[src/verilog/feps_cfg.svh]
// constants for the flash erase/program sequencer host
`ifndef FEPS_CFG_SVH
`define FEPS_CFG_SVH

`define FEPS_CMD_READ_ARRAY 8'hff
`define FEPS_CMD_ERASE_SETUP 8'h20
`define FEPS_CMD_CONFIRM 8'hd0
`define FEPS_CMD_SUSPEND 8'hb0
`define FEPS_CMD_READ_STATUS 8'h70
`define FEPS_CMD_CLEAR_STATUS 8'h50
`define FEPS_CMD_PROG_SETUP 8'h40

`define FEPS_SR_READY 7
`define FEPS_SR_ERASE_ERR 5
`define FEPS_SR_PROG_ERR 4
`define FEPS_SR_VPP_ERR 3

`define FEPS_AXI_AW 8
`define FEPS_OFF_CMD 8'h00
`define FEPS_OFF_ADDR 8'h04
`define FEPS_OFF_WDATA 8'h08
`define FEPS_OFF_STATUS 8'h0c
`define FEPS_OFF_RDATA 8'h10

`define FEPS_ST_SR_HI 7
`define FEPS_ST_BUSY 8
`define FEPS_ST_SUSP 9
`define FEPS_ST_DONE 10
`define FEPS_ST_REFUSED 11
`define FEPS_ST_TMO 12
`define FEPS_OP_HI 2

`define FEPS_RESP_OKAY 2'h0
`define FEPS_RESP_SLVERR 2'h2

`define FEPS_CLK_NS 25
`define FEPS_PROG_TO_NS 1500000
`define FEPS_PROG_TO_CYC \
  ((`FEPS_PROG_TO_NS + `FEPS_CLK_NS - 1) / `FEPS_CLK_NS)
`define FEPS_PH_CYC 3
`define FEPS_BLK_LSB 12

`endif

[src/verilog/feps_pkg.sv]
// types shared by the flash sequencer host
package feps_pkg;

  typedef enum logic [8:0] {
    FEPS_ST_IDLE = 9'h001,
    FEPS_ST_CMD1 = 9'h002,
    FEPS_ST_CMD2 = 9'h004,
    FEPS_ST_RS = 9'h008,
    FEPS_ST_POLL = 9'h010,
    FEPS_ST_CLR = 9'h020,
    FEPS_ST_RA = 9'h040,
    FEPS_ST_ARR = 9'h080,
    FEPS_ST_SUSP = 9'h100
  } feps_state_t;

  typedef enum logic [2:0] {
    FEPS_OP_NONE = 3'h0,
    FEPS_OP_ERASE = 3'h1,
    FEPS_OP_PROG = 3'h2,
    FEPS_OP_SUSPEND = 3'h3,
    FEPS_OP_RESUME = 3'h4,
    FEPS_OP_READ = 3'h5,
    FEPS_OP_STATUS = 3'h6
  } feps_op_t;

  function automatic logic [31:0] feps_mask(input logic [3:0] strb);
    feps_mask = {{8{strb[3]}}, {8{strb[2]}}, {8{strb[1]}}, {8{strb[0]}}};
  endfunction : feps_mask

endpackage : feps_pkg

[src/verilog/feps_host.sv]
// host controller driving a parallel flash erase/program sequencer
//
// Register access over AXI4-Lite and the register addresses are this design's own decisions.
`timescale 1ns/100ps
`include "feps_cfg.svh"

module feps_host
  import feps_pkg::*;
#(
  parameter int AW = 17,
  parameter int DW = 16,
  parameter int BLK_LSB = `FEPS_BLK_LSB,
  parameter int PROG_TO_CYC = `FEPS_PROG_TO_CYC
)
(
  input wire logic aclk, // system clock
  input wire logic aresetn, // synchronous reset, low active
  input wire logic awvalid, // write address valid
  output logic awready, // write address ready
  input wire logic [`FEPS_AXI_AW-1:0] awaddr, // write address
  input wire logic wvalid, // write data valid
  output logic wready, // write data ready
  input wire logic [31:0] wdata, // write data
  input wire logic [3:0] wstrb, // write byte strobes
  output logic bvalid, // write response valid
  input wire logic bready, // write response ready
  output logic [1:0] bresp, // write response
  input wire logic arvalid, // read address valid
  output logic arready, // read address ready
  input wire logic [`FEPS_AXI_AW-1:0] araddr, // read address
  output logic rvalid, // read data valid
  input wire logic rready, // read data ready
  output logic [31:0] rdata, // read data
  output logic [1:0] rresp, // read response
  output logic [AW-1:0] fl_addr, // flash address
  input wire logic [DW-1:0] fl_dq_in, // flash data from pins
  output logic [DW-1:0] fl_dq_out, // flash data to pins
  output logic fl_dq_oe, // flash data drive enable
  output logic fl_ce_n, // flash chip enable, low active
  output logic fl_oe_n, // flash output enable, low active
  output logic fl_we_n // flash write enable, low active
);

  localparam int TW = $clog2(PROG_TO_CYC + 1);
  localparam logic [7:0] PH_LAST = 8'(`FEPS_PH_CYC - 1);
  localparam logic [TW-1:0] TO_LIM = TW'(PROG_TO_CYC);

  typedef struct packed {
    feps_state_t st;
    logic [1:0] ph;
    logic [7:0] sub;
    feps_op_t op;
    logic susp;
    logic pend_susp;
    logic [AW-1:0] addr;
    logic [AW-1:0] eaddr;
    logic [DW-1:0] wdata;
    logic [DW-1:0] rdata;
    logic [DW-1:0] cap;
    logic [DW-1:0] sync1;
    logic [DW-1:0] sync2;
    logic [7:0] sr;
    logic done;
    logic refused;
    logic tmo;
    logic [TW-1:0] tcnt;
    logic ce_n;
    logic oe_n;
    logic we_n;
    logic dq_oe;
    logic [DW-1:0] dq_out;
    logic [AW-1:0] fa;
    logic aw_got;
    logic w_got;
    logic [`FEPS_AXI_AW-1:0] awaddr;
    logic [31:0] wd;
    logic [3:0] ws;
    logic bvalid;
    logic [1:0] bresp;
    logic rvalid;
    logic [31:0] rdat;
    logic [1:0] rresp;
  } feps_regs_t;

  feps_regs_t s;
  feps_regs_t nxt;

  logic busy;
  logic bdone;
  logic cmd_go;
  feps_op_t cmd_v;
  logic [31:0] m;
  logic [31:0] stv;
  logic is_rd;
  logic in_blk;

  assign awready = !s.aw_got && !s.bvalid;
  assign wready = !s.w_got && !s.bvalid;
  assign arready = !s.rvalid;
  assign bvalid = s.bvalid;
  assign bresp = s.bresp;
  assign rvalid = s.rvalid;
  assign rdata = s.rdat;
  assign rresp = s.rresp;
  assign fl_addr = s.fa;
  assign fl_dq_out = s.dq_out;
  assign fl_dq_oe = s.dq_oe;
  assign fl_ce_n = s.ce_n;
  assign fl_oe_n = s.oe_n;
  assign fl_we_n = s.we_n;

  always_comb
  begin
    nxt = s;
    cmd_go = 1'b0;
    cmd_v = FEPS_OP_NONE;
    m = '0;
    stv = '0;
    is_rd = 1'b0;
    busy = !(s.st == FEPS_ST_IDLE || s.st == FEPS_ST_SUSP);
    bdone = busy && s.ph == 2'h3 && s.sub == PH_LAST;
    in_blk = s.addr[AW-1:BLK_LSB] == s.eaddr[AW-1:BLK_LSB];
    // pin data reaches logic only through the second flop
    nxt.sync1 = fl_dq_in;
    nxt.sync2 = s.sync1;

    stv[`FEPS_ST_SR_HI:0] = s.sr;
    stv[`FEPS_ST_BUSY] = busy;
    stv[`FEPS_ST_SUSP] = s.susp;
    stv[`FEPS_ST_DONE] = s.done;
    stv[`FEPS_ST_REFUSED] = s.refused;
    stv[`FEPS_ST_TMO] = s.tmo;

    if (s.bvalid && bready)
      nxt.bvalid = 1'b0;
    if (awvalid && awready)
    begin
      nxt.aw_got = 1'b1;
      nxt.awaddr = awaddr;
    end
    if (wvalid && wready)
    begin
      nxt.w_got = 1'b1;
      nxt.wd = wdata;
      nxt.ws = wstrb;
    end
    if (nxt.aw_got && nxt.w_got)
    begin
      nxt.aw_got = 1'b0;
      nxt.w_got = 1'b0;
      nxt.bvalid = 1'b1;
      nxt.bresp = `FEPS_RESP_OKAY;
      m = feps_mask(nxt.ws);
      case (nxt.awaddr)
        `FEPS_OFF_CMD:
        begin
          cmd_go = nxt.ws[0];
          cmd_v = feps_op_t'(nxt.wd[`FEPS_OP_HI:0]);
        end
        `FEPS_OFF_ADDR:
          nxt.addr = AW'((32'(s.addr) & ~m) | (nxt.wd & m));
        `FEPS_OFF_WDATA:
          nxt.wdata = DW'((32'(s.wdata) & ~m) | (nxt.wd & m));
        `FEPS_OFF_STATUS:
        begin
          // write one to clear; hardware sets below take priority
          if (nxt.wd[`FEPS_ST_DONE] && m[`FEPS_ST_DONE])
            nxt.done = 1'b0;
          if (nxt.wd[`FEPS_ST_REFUSED] && m[`FEPS_ST_REFUSED])
            nxt.refused = 1'b0;
          if (nxt.wd[`FEPS_ST_TMO] && m[`FEPS_ST_TMO])
            nxt.tmo = 1'b0;
        end
        default:
          nxt.bresp = `FEPS_RESP_SLVERR;
      endcase
    end

    if (arvalid && arready)
    begin
      nxt.rvalid = 1'b1;
      nxt.rresp = `FEPS_RESP_OKAY;
      case (araddr)
        `FEPS_OFF_CMD: nxt.rdat = 32'(s.op);
        `FEPS_OFF_ADDR: nxt.rdat = 32'(s.addr);
        `FEPS_OFF_WDATA: nxt.rdat = 32'(s.wdata);
        `FEPS_OFF_STATUS: nxt.rdat = stv;
        `FEPS_OFF_RDATA: nxt.rdat = 32'(s.rdata);
        default:
        begin
          nxt.rdat = '0;
          nxt.rresp = `FEPS_RESP_SLVERR;
        end
      endcase
    end
    else if (s.rvalid && rready)
      nxt.rvalid = 1'b0;

    // bus cycle engine: four phases of PH_CYC clocks each
    if (busy)
    begin
      if (s.sub == PH_LAST)
      begin
        nxt.sub = '0;
        nxt.ph = s.ph + 2'h1;
      end
      else
        nxt.sub = s.sub + 8'h1;
    end
    if (busy && s.ph == 2'h2 && s.sub == PH_LAST)
      nxt.cap = s.sync2;
    if (s.st == FEPS_ST_POLL && s.tcnt != TO_LIM)
      nxt.tcnt = s.tcnt + TW'(1);

    case (s.st)
      FEPS_ST_IDLE:
        if (cmd_go)
        begin
          if (cmd_v == FEPS_OP_ERASE || cmd_v == FEPS_OP_PROG ||
              cmd_v == FEPS_OP_READ || cmd_v == FEPS_OP_STATUS)
          begin
            nxt.op = cmd_v;
            nxt.st = FEPS_ST_CMD1;
          end
          else
            nxt.refused = 1'b1;
        end
      FEPS_ST_SUSP:
        if (cmd_go)
        begin
          if ((cmd_v == FEPS_OP_READ && !in_blk) ||
              cmd_v == FEPS_OP_STATUS || cmd_v == FEPS_OP_RESUME)
          begin
            nxt.op = cmd_v;
            nxt.st = FEPS_ST_CMD1;
          end
          else
            nxt.refused = 1'b1;
        end
      FEPS_ST_CMD1:
        if (bdone)
        begin
          case (s.op)
            FEPS_OP_ERASE, FEPS_OP_PROG: nxt.st = FEPS_ST_CMD2;
            FEPS_OP_SUSPEND: nxt.st = FEPS_ST_RS;
            FEPS_OP_RESUME:
            begin
              nxt.susp = 1'b0;
              nxt.st = FEPS_ST_RS;
            end
            FEPS_OP_READ: nxt.st = FEPS_ST_ARR;
            default: nxt.st = FEPS_ST_POLL;
          endcase
          nxt.tcnt = '0;
        end
      FEPS_ST_CMD2:
        if (bdone)
        begin
          if (s.op == FEPS_OP_ERASE)
            nxt.eaddr = s.addr;
          nxt.st = FEPS_ST_RS;
        end
      FEPS_ST_RS:
        if (bdone)
        begin
          nxt.tcnt = '0;
          nxt.st = FEPS_ST_POLL;
        end
      FEPS_ST_POLL:
      begin
        if (cmd_go)
        begin
          if (cmd_v == FEPS_OP_SUSPEND &&
              (s.op == FEPS_OP_ERASE || s.op == FEPS_OP_RESUME))
            nxt.pend_susp = 1'b1;
          else
            nxt.refused = 1'b1;
        end
        if (bdone)
        begin
          nxt.sr = s.cap[7:0];
          if (s.op == FEPS_OP_STATUS)
            nxt.st = FEPS_ST_RA;
          else if (s.cap[`FEPS_SR_READY])
          begin
            if (s.op == FEPS_OP_SUSPEND)
            begin
              nxt.susp = 1'b1;
              nxt.done = 1'b1;
              nxt.st = FEPS_ST_SUSP;
            end
            else
              nxt.st = FEPS_ST_CLR;
          end
          else if (s.pend_susp || (cmd_go && cmd_v == FEPS_OP_SUSPEND &&
                   (s.op == FEPS_OP_ERASE || s.op == FEPS_OP_RESUME)))
          begin
            nxt.pend_susp = 1'b0;
            nxt.op = FEPS_OP_SUSPEND;
            nxt.st = FEPS_ST_CMD1;
          end
          else if (s.op == FEPS_OP_PROG && s.tcnt == TO_LIM)
          begin
            nxt.tmo = 1'b1;
            nxt.st = FEPS_ST_CLR;
          end
        end
      end
      FEPS_ST_CLR:
        if (bdone)
          nxt.st = FEPS_ST_RA;
      FEPS_ST_RA:
        if (bdone)
        begin
          nxt.done = 1'b1;
          nxt.st = s.susp ? FEPS_ST_SUSP : FEPS_ST_IDLE;
        end
      FEPS_ST_ARR:
        if (bdone)
        begin
          nxt.rdata = s.cap;
          nxt.done = 1'b1;
          nxt.st = s.susp ? FEPS_ST_SUSP : FEPS_ST_IDLE;
        end
      default:
        nxt.st = FEPS_ST_IDLE;
    endcase

    // pins follow the next state so they line up with the phase count
    is_rd = nxt.st == FEPS_ST_POLL || nxt.st == FEPS_ST_ARR;
    nxt.fa = s.addr;
    nxt.dq_out = DW'(`FEPS_CMD_READ_ARRAY);
    case (nxt.st)
      FEPS_ST_CMD1:
        case (nxt.op)
          FEPS_OP_ERASE: nxt.dq_out = DW'(`FEPS_CMD_ERASE_SETUP);
          FEPS_OP_PROG: nxt.dq_out = DW'(`FEPS_CMD_PROG_SETUP);
          FEPS_OP_SUSPEND:
          begin
            nxt.dq_out = DW'(`FEPS_CMD_SUSPEND);
            nxt.fa = s.eaddr;
          end
          FEPS_OP_RESUME:
          begin
            nxt.dq_out = DW'(`FEPS_CMD_CONFIRM);
            nxt.fa = s.eaddr;
          end
          FEPS_OP_STATUS: nxt.dq_out = DW'(`FEPS_CMD_READ_STATUS);
          default: nxt.dq_out = DW'(`FEPS_CMD_READ_ARRAY);
        endcase
      FEPS_ST_CMD2:
        nxt.dq_out = (nxt.op == FEPS_OP_ERASE) ?
                     DW'(`FEPS_CMD_CONFIRM) : s.wdata;
      FEPS_ST_RS: nxt.dq_out = DW'(`FEPS_CMD_READ_STATUS);
      FEPS_ST_CLR: nxt.dq_out = DW'(`FEPS_CMD_CLEAR_STATUS);
      default: nxt.dq_out = DW'(`FEPS_CMD_READ_ARRAY);
    endcase
    // chip enable high outside cycles gives standby while suspended
    nxt.ce_n = nxt.st == FEPS_ST_IDLE || nxt.st == FEPS_ST_SUSP;
    nxt.dq_oe = !nxt.ce_n && !is_rd;
    nxt.we_n = !(nxt.dq_oe && (nxt.ph == 2'h1 || nxt.ph == 2'h2));
    nxt.oe_n = !(!nxt.ce_n && is_rd && (nxt.ph == 2'h1 || nxt.ph == 2'h2));
  end

  always_ff @(posedge aclk)
  begin
    if (!aresetn)
    begin
      s <= '0;
      s.st <= FEPS_ST_IDLE;
      s.ce_n <= 1'b1;
      s.oe_n <= 1'b1;
      s.we_n <= 1'b1;
    end
    else
      s <= nxt;
  end

endmodule : feps_host

[config.mk]
export PLATFORM = sky130hd
export DESIGN_NAME = feps_host
export DESIGN_NICKNAME = d
export VERILOG_FILES = /design/src/verilog/feps_pkg.sv /design/src/verilog/feps_host.sv
export VERILOG_INCLUDE_DIRS = /design/src /design/src/verilog
export SDC_FILE = /design/constraint.sdc
export NUM_CORES = 1
export LEC_CHECK = 0
export ABC_AREA = 0
export BUFFER_PORTS_ARGS = -buffer_cell sky130_fd_sc_hd__buf_4
export CORE_MARGIN = 10
export CORE_UTILIZATION = 35
export DETAILED_ROUTE_END_ITERATION = 6
export PLACE_DENSITY = 0.58
export SETUP_SLACK_MARGIN = 0.02
export SLEW_MARGIN = 20
export SYNTH_ARGS = -nofsm -noshare
export SYNTH_HDL_FRONTEND = slang
export SYNTH_SLANG_ARGS = --single-unit
[constraint.sdc]
create_clock -name aclk -period 4.5 [get_ports aclk]
set_input_delay 0.225 -clock aclk [delete_from_list [all_inputs] [get_ports aclk]]
set_output_delay 0.225 -clock aclk [all_outputs]
set_load 0.1 [all_outputs]
# Yosys cells after proc, flatten, opt, wreduce, memory -nomap -nowiden

Index checks and enable logic that the tools add are counted.

Bits in registers: 286
Logic and storage cells: 250

Equal/unequal tests: 55
Add/subtract/negate cells: 3
Bitwise gates (word level): 7
Reductions and logical operators: 65
Multiplexer cells: 86

Operator list:

| kind                                                 | number |
|---|---|
| two-way mux 9 bit                                    | 16 |
| case mux 17 bit (5 select lines)                     | 1 |
| case mux 9 bit (8 select lines)                      | 1 |
| two-way mux 16 bit                                   | 4 |
| case mux 16 bit (4 select lines)                     | 1 |
| case mux 8 bit (5 select lines)                      | 1 |
| two-way mux 36 bit                                   | 1 |
| two-way mux 1 bit                                    | 35 |
| AND 17 bit                                           | 2 |
| two-way mux 17 bit                                   | 2 |
| two-way mux 3 bit                                    | 11 |
| equality test 8 x 4 -> 1 bit (second input constant) | 4 |
| logical AND 1 bit                                    | 25 |
| equality test 3 bit (second input constant)          | 8 |
| case mux 8 bit (3 select lines)                      | 1 |
| equality test 3 x 2 -> 1 bit (second input constant) | 6 |
| equality test 9 x 1 -> 1 bit (second input constant) | 2 |
| equality test 9 x 2 -> 1 bit (second input constant) | 2 |
| equality test 9 x 3 -> 1 bit (second input constant) | 2 |
| equality test 9 x 4 -> 1 bit (second input constant) | 2 |
| equality test 9 x 5 -> 1 bit (second input constant) | 2 |
| equality test 9 x 6 -> 1 bit (second input constant) | 2 |
| equality test 9 x 8 -> 1 bit (second input constant) | 2 |
| equality test 9 bit (second input constant)          | 2 |
| 37 further kinds                                     | 81 |

# Longest topological paths before layout

Depth in word-level cells: 22
Mapped depth: 20
Gate-level depth less buffers: 16

# Worst setup path before layout

OpenSTA, ideal clock, no wires.

Kind: reg2reg
From: register s, in the netlist bvalid
To: register s, in the netlist fl_addr[12]
Setup time: 0.133 ns
Data arrival time: 4.346 ns
Setup slack: 0.021 ns
Cell stages (with the launch flop): 20
Cell sequence: dfxtp_1 buf_6 nor3b_4 buf_2 mux2i_1 nor2_1 inv_1 ha_1 nor3_1 a211oi_1 o211ai_1 o31a_1 or3_1 buf_2 a211oi_4 buf_6 nand4_2 buf_2 nand3_1 a21oi_2

Word-level cells in the longest chain between the ends: 20
Elaborated cells on any way between the ends: 54
Those cells by class: eq/ne: 9; mux: 28; reduce/logical: 17

RTL lines:

| item                                                                | line                             | text |
|---|---|---|
| from (decl)                                                         | feps_host.sv:85                  | `feps_regs_t s;` |
| from (signal assigned)                                              | feps_host.sv:376                 | `s <= nxt;` |
| zero test 1 bit *                                                   | feps_host.sv:97, feps_host.sv:98 |  |
| logical AND 1 bit                                                   | feps_host.sv:97                  | `assign awready = !s.aw_got && !s.bvalid;` |
| logical AND 1 bit                                                   | feps_host.sv:136                 | `if (awvalid && awready)` |
| two-way mux 8 bit                                                   | feps_host.sv:136                 |  |
| zero test 8 bit                                                     | feps_host.sv:154                 | `case (nxt.awaddr)` |
| two-way mux 3 bit                                                   | feps_host.sv:154                 |  |
| two-way mux 3 bit                                                   | feps_host.sv:147                 | `if (nxt.aw_got && nxt.w_got)` |
| equality test 3 x 2 -> 1 bit                                        | feps_host.sv:295                 | `else if (s.pend_susp \|\| (cmd_go && cmd_v == FEPS_OP_SUSPEND &&` |
| [... 4 more ...]                                                    | -                                |  |
| two-way mux 3 bit                                                   | feps_host.sv:284                 | `` else if (s.cap[`FEPS_SR_READY]) `` |
| two-way mux 5 bit                                                   | feps_host.sv:282                 | `if (s.op == FEPS_OP_STATUS)` |
| two-way mux 5 bit                                                   | feps_host.sv:279                 | `if (bdone)` |
| case mux 3 bit (3 select lines)                                     | feps_host.sv:215                 | `case (s.st)` |
| equality test 3 bit or equality test 3 x 2 -> 1 bit (tied branches) | feps_host.sv:335                 | `case (nxt.op)` |
| OR reduction 2 bit (no line)                                        | -                                |  |
| two-way mux 17 bit                                                  | feps_host.sv:335                 |  |
| two-way mux 17 bit *                                                | feps_host.sv:333                 | `case (nxt.st)` |

Every way passes the cells marked *; elsewhere a longest branch is shown, timed or not. The select of a mux whose other input is x is not followed.
A chain may end at the register's enable or synchronous reset.

# Worst setup path after layout

From: input port awaddr[0]
To: register s, in the netlist fl_dq_out[6]

Word-level cells in the longest chain between the ends: 16
Elaborated cells on any way between the ends: 51
Those cells by class: eq/ne: 15; mux: 26; reduce/logical: 10

RTL lines:

| item                                                                  | line                               | text |
|---|---|---|
| from (decl)                                                           | feps_host.sv:20                    | `` input wire logic [`FEPS_AXI_AW-1:0] awaddr, `` |
| two-way mux 8 bit *                                                   | feps_host.sv:136                   |  |
| zero test 8 bit *                                                     | feps_host.sv:154                   |  |
| two-way mux 3 bit                                                     | feps_host.sv:154                   |  |
| two-way mux 3 bit                                                     | feps_host.sv:147                   |  |
| equality test 3 x 2 -> 1 bit                                          | feps_host.sv:295                   |  |
| logical AND 1 bit (2 in series)                                       | feps_host.sv:295                   |  |
| logical OR 1 bit                                                      | feps_host.sv:295                   |  |
| two-way mux 3 bit                                                     | feps_host.sv:295                   |  |
| two-way mux 3 bit                                                     | feps_host.sv:284                   |  |
| two-way mux 5 bit                                                     | feps_host.sv:282                   |  |
| two-way mux 5 bit                                                     | feps_host.sv:279                   |  |
| case mux 3 bit (3 select lines)                                       | feps_host.sv:215                   |  |
| equality test 3 bit, or another cell as far along                     | feps_host.sv:335                   |  |
| case mux 8 bit (5 select lines) or two-way mux 16 bit (tied branches) | feps_host.sv:335, feps_host.sv:352 |  |
| case mux 16 bit (4 select lines) *                                    | feps_host.sv:333                   |  |

Marked as above.

==> results.sh <==
export IMPL_crit_path_max_fanout=14
export IMPL_finalSetupTns_ns=0
export IMPL_drt_pass1_iter_count=7
export IMPL_synth_most_common_cell="dfxtp_1"
export IMPL_fin_skew_ns=0.0249
export IMPL_hold_viol=0
export IMPL_synthFlopType="dfxtp_1"
export IMPL_outcome="finished, final reports clean"
export IMPL_p_leak_nw=5.10
export IMPL_dieHeight_um=198
export IMPL_synthArstFlopShare_pct=0
export IMPL_final_util_pct=42.9
export IMPL_fillCellCount=3074
export IMPL_period_share_pct=94.2
export IMPL_netlist_area_sq_um=11000
export IMPL_tritoncts="built"
export IMPL_cts_root_buf="clkbuf_16"
export IMPL_max_cap_violations=0
export IMPL_synth_area_leader_cell="dfxtp_1"
export IMPL_total_power_mw=5.48
export IMPL_min_period_ns=4.24
export IMPL_gp_congestion=0.875
export IMPL_ir_drop_mv=0.324
export IMPL_fmax_ghz=0.236
export IMPL_dieArea_sq_um=39100
export IMPL_wl_per_cell_um=16.5
export IMPL_area_delta_synth_final_pct=19.9
export IMPL_via_per_inst=4.99
export IMPL_cts_sinks=253
export IMPL_synth_edf_count=0
export IMPL_dp_hpwl_mm=20.7
export IMPL_htree_levels=1
export IMPL_synth_area_top_cells="dfxtp_1, nor2_1, mux2i_1"
export IMPL_portBuffers=119
export IMPL_yosysSeqAreaShare_pct=45.9
export IMPL_crit_required_ns=4.92
export IMPL_clock_latency_ns=0.56
export IMPL_fp_row_count=64
export IMPL_die_width_um=198
export IMPL_overflow=0
export IMPL_worstSetupStartpointType="input pin"
export IMPL_wl_mm=28.9
export IMPL_nNetsFinal=1418
export IMPL_avgSynthCellArea_sq_um=8.88
export IMPL_io_pins=153
export IMPL_clockBufferDepth=3
export IMPL_drive_above_1_share_pct=17.7
export IMPL_antenna_found_initial=0
export IMPL_yosys_top_cells_count="dfxtp_1, nor2_1, nand2_1, a21oi_1, buf_4"
export IMPL_grt_setup_unrepaired="false"
export IMPL_antenna_cells=0
export IMPL_core_area_sq_um=30800
export IMPL_hold_path_class="in2reg"
export IMPL_track_usage_pct=14.4
export IMPL_maxSlewHeadroom_pct=31.7
export IMPL_ant_nets=0
export IMPL_arrival_ns=4.66
export IMPL_ys_types=76
export IMPL_grt_max_degree=93
export IMPL_p_per_area_nw_per_um2=414
export IMPL_path_clk_slew_ns=0.06
export IMPL_ys_ff_latch=253
export IMPL_initialDrtViolationCount=635
export IMPL_initial_utilization_pct=35.8
export IMPL_post_cts_repair_setup_buffers=0
export IMPL_slew_viol_final=0
export IMPL_setup_viol=0
export IMPL_drc=0
export IMPL_netlist_area_leader_share_pct=45.9
export IMPL_synth_cells=1244
export IMPL_crit_type="in2reg"
export IMPL_numCtsBuffers=28
export IMPL_grt_pass1_vias=8497
export IMPL_cp_end_kind="flip-flop"
export IMPL_tightest_slew_ns=1.02
export IMPL_num_vias=8718
export IMPL_yosys_warnings=0
export IMPL_grt_pass1_wl_mm=46.2
## cell usage in the layout (no fill, tap or decap), types with 5 or more instances in the layout
| cell type | n |
|---|---|
| nand2_1 | 105 |
| nor3_1 | 13 |
| clkbuf_8 | 8 |
| dfxtp_1 | 253 |
| and3_1 | 15 |
| buf_4 | 146 |
| conb_1 | 17 |
| xor2_1 | 19 |
| or3_1 | 11 |
| nand4_1 | 8 |
| o21ai_1 | 12 |
| nand3_1 | 52 |
| nand2b_1 | 10 |
| a21oi_2 | 5 |
| inv_1 | 15 |
| mux2_2 | 14 |
| ha_1 | 10 |
| xnor2_1 | 15 |
| dlygate4sd3_1 | 36 |
| a21oi_1 | 94 |
| o21ai_0 | 35 |
| clkbuf_16 | 28 |
| and2_1 | 42 |
| a222oi_1 | 14 |
| mux2i_1 | 60 |
| nor2_1 | 176 |
| a211oi_1 | 32 |
| a31oi_1 | 5 |
## routing by layer
metal / global-route usage, % / routed length, um
met5: 0 / 0
met4: 4.53 / 789
met3: 2.30 / 1740
met2: 23.2 / 13000
met1: 19.3 / 13300
## cell type report
cell class,count,area (sq um),share of cell area (%)
multi-input combinational,850,5160,39.0
sequential,253,5060,38.3
timing repair buffer,183,1480,11.2
clock buffer,40,826,6.24
tap,396,495,3.74
clock inverter,8,148,1.12
inverter,17,66.3,0.501
## cell families after synthesis
logic type                 synth area share, %
muxes                                     7.00
and+or+nand+nor                           22.0
adders and majority gates                 1.13
buffers and inverters                     8.10
DFF                                       45.9
AOI/OAI and AO/OA                         13.1
other                                   0.0340
xor gates and xnor gates                  2.70
## where the power goes
group	switching (mW)	total, mW	internal (mW)	leakage [nW]
combinational	0.528	0.758	0.230	2.57
clock	0.922	2.37	1.45	0.478
sequential	0.0441	2.35	2.31	2.05
## stage by stage
stage / cells / hold WS [ns] / setup WS (ns) / instance area [sq um]
floorplan: 1260 / 0.324 / 0.0208 / 11100
global placement: 1663 / 0.413 / 0.194 / 11900
detailed placement: 1663 / 0.415 / 0.137 / 11900
CTS: 1747 / 0.00731 / 0.113 / 13200
global route: 1747 / 0.0221 / 0.0287 / 13200
finish: 1747 / 0.0182 / 0.259 / 13200
## path summary, 6_finish.rpt
path              from           end  slack, ns  cells after the start
max reg2reg     bvalid  fl_dq_out[6]       0.29                     17
max          awaddr[0]  fl_dq_out[6]       0.26                     18
min reg2reg   nxt[152]        s[152]       0.43                      1
min           wdata[5]         s[47]       0.02                      3
## timing repair
| item | in CTS | in global routing |
|---|---|---|
| setup endpoints to repair | 0 | 18 |
| hold buffers | 36 | 0 |
| resized for setup | 0 | 2 |
| hold endpoints to repair | 35 | 0 |
## critical path: stages
cell           delay, ns
dlygate4sd3_1       0.54
buf_4               0.14
nor4_2              0.41
nand4_2             0.18
nand2_1             0.10
nand2_1             0.10
nor2_1              0.21
ha_1                0.21
nor3_1              0.06
a211oi_1            0.23
o211ai_1            0.20
o31a_1              0.29
or3_1               0.47
a211oi_4            0.40
buf_4               0.23
o31a_2              0.34
inv_2               0.07
o221a_1             0.26
Note: power is estimated with default switching activity, not from simulation.
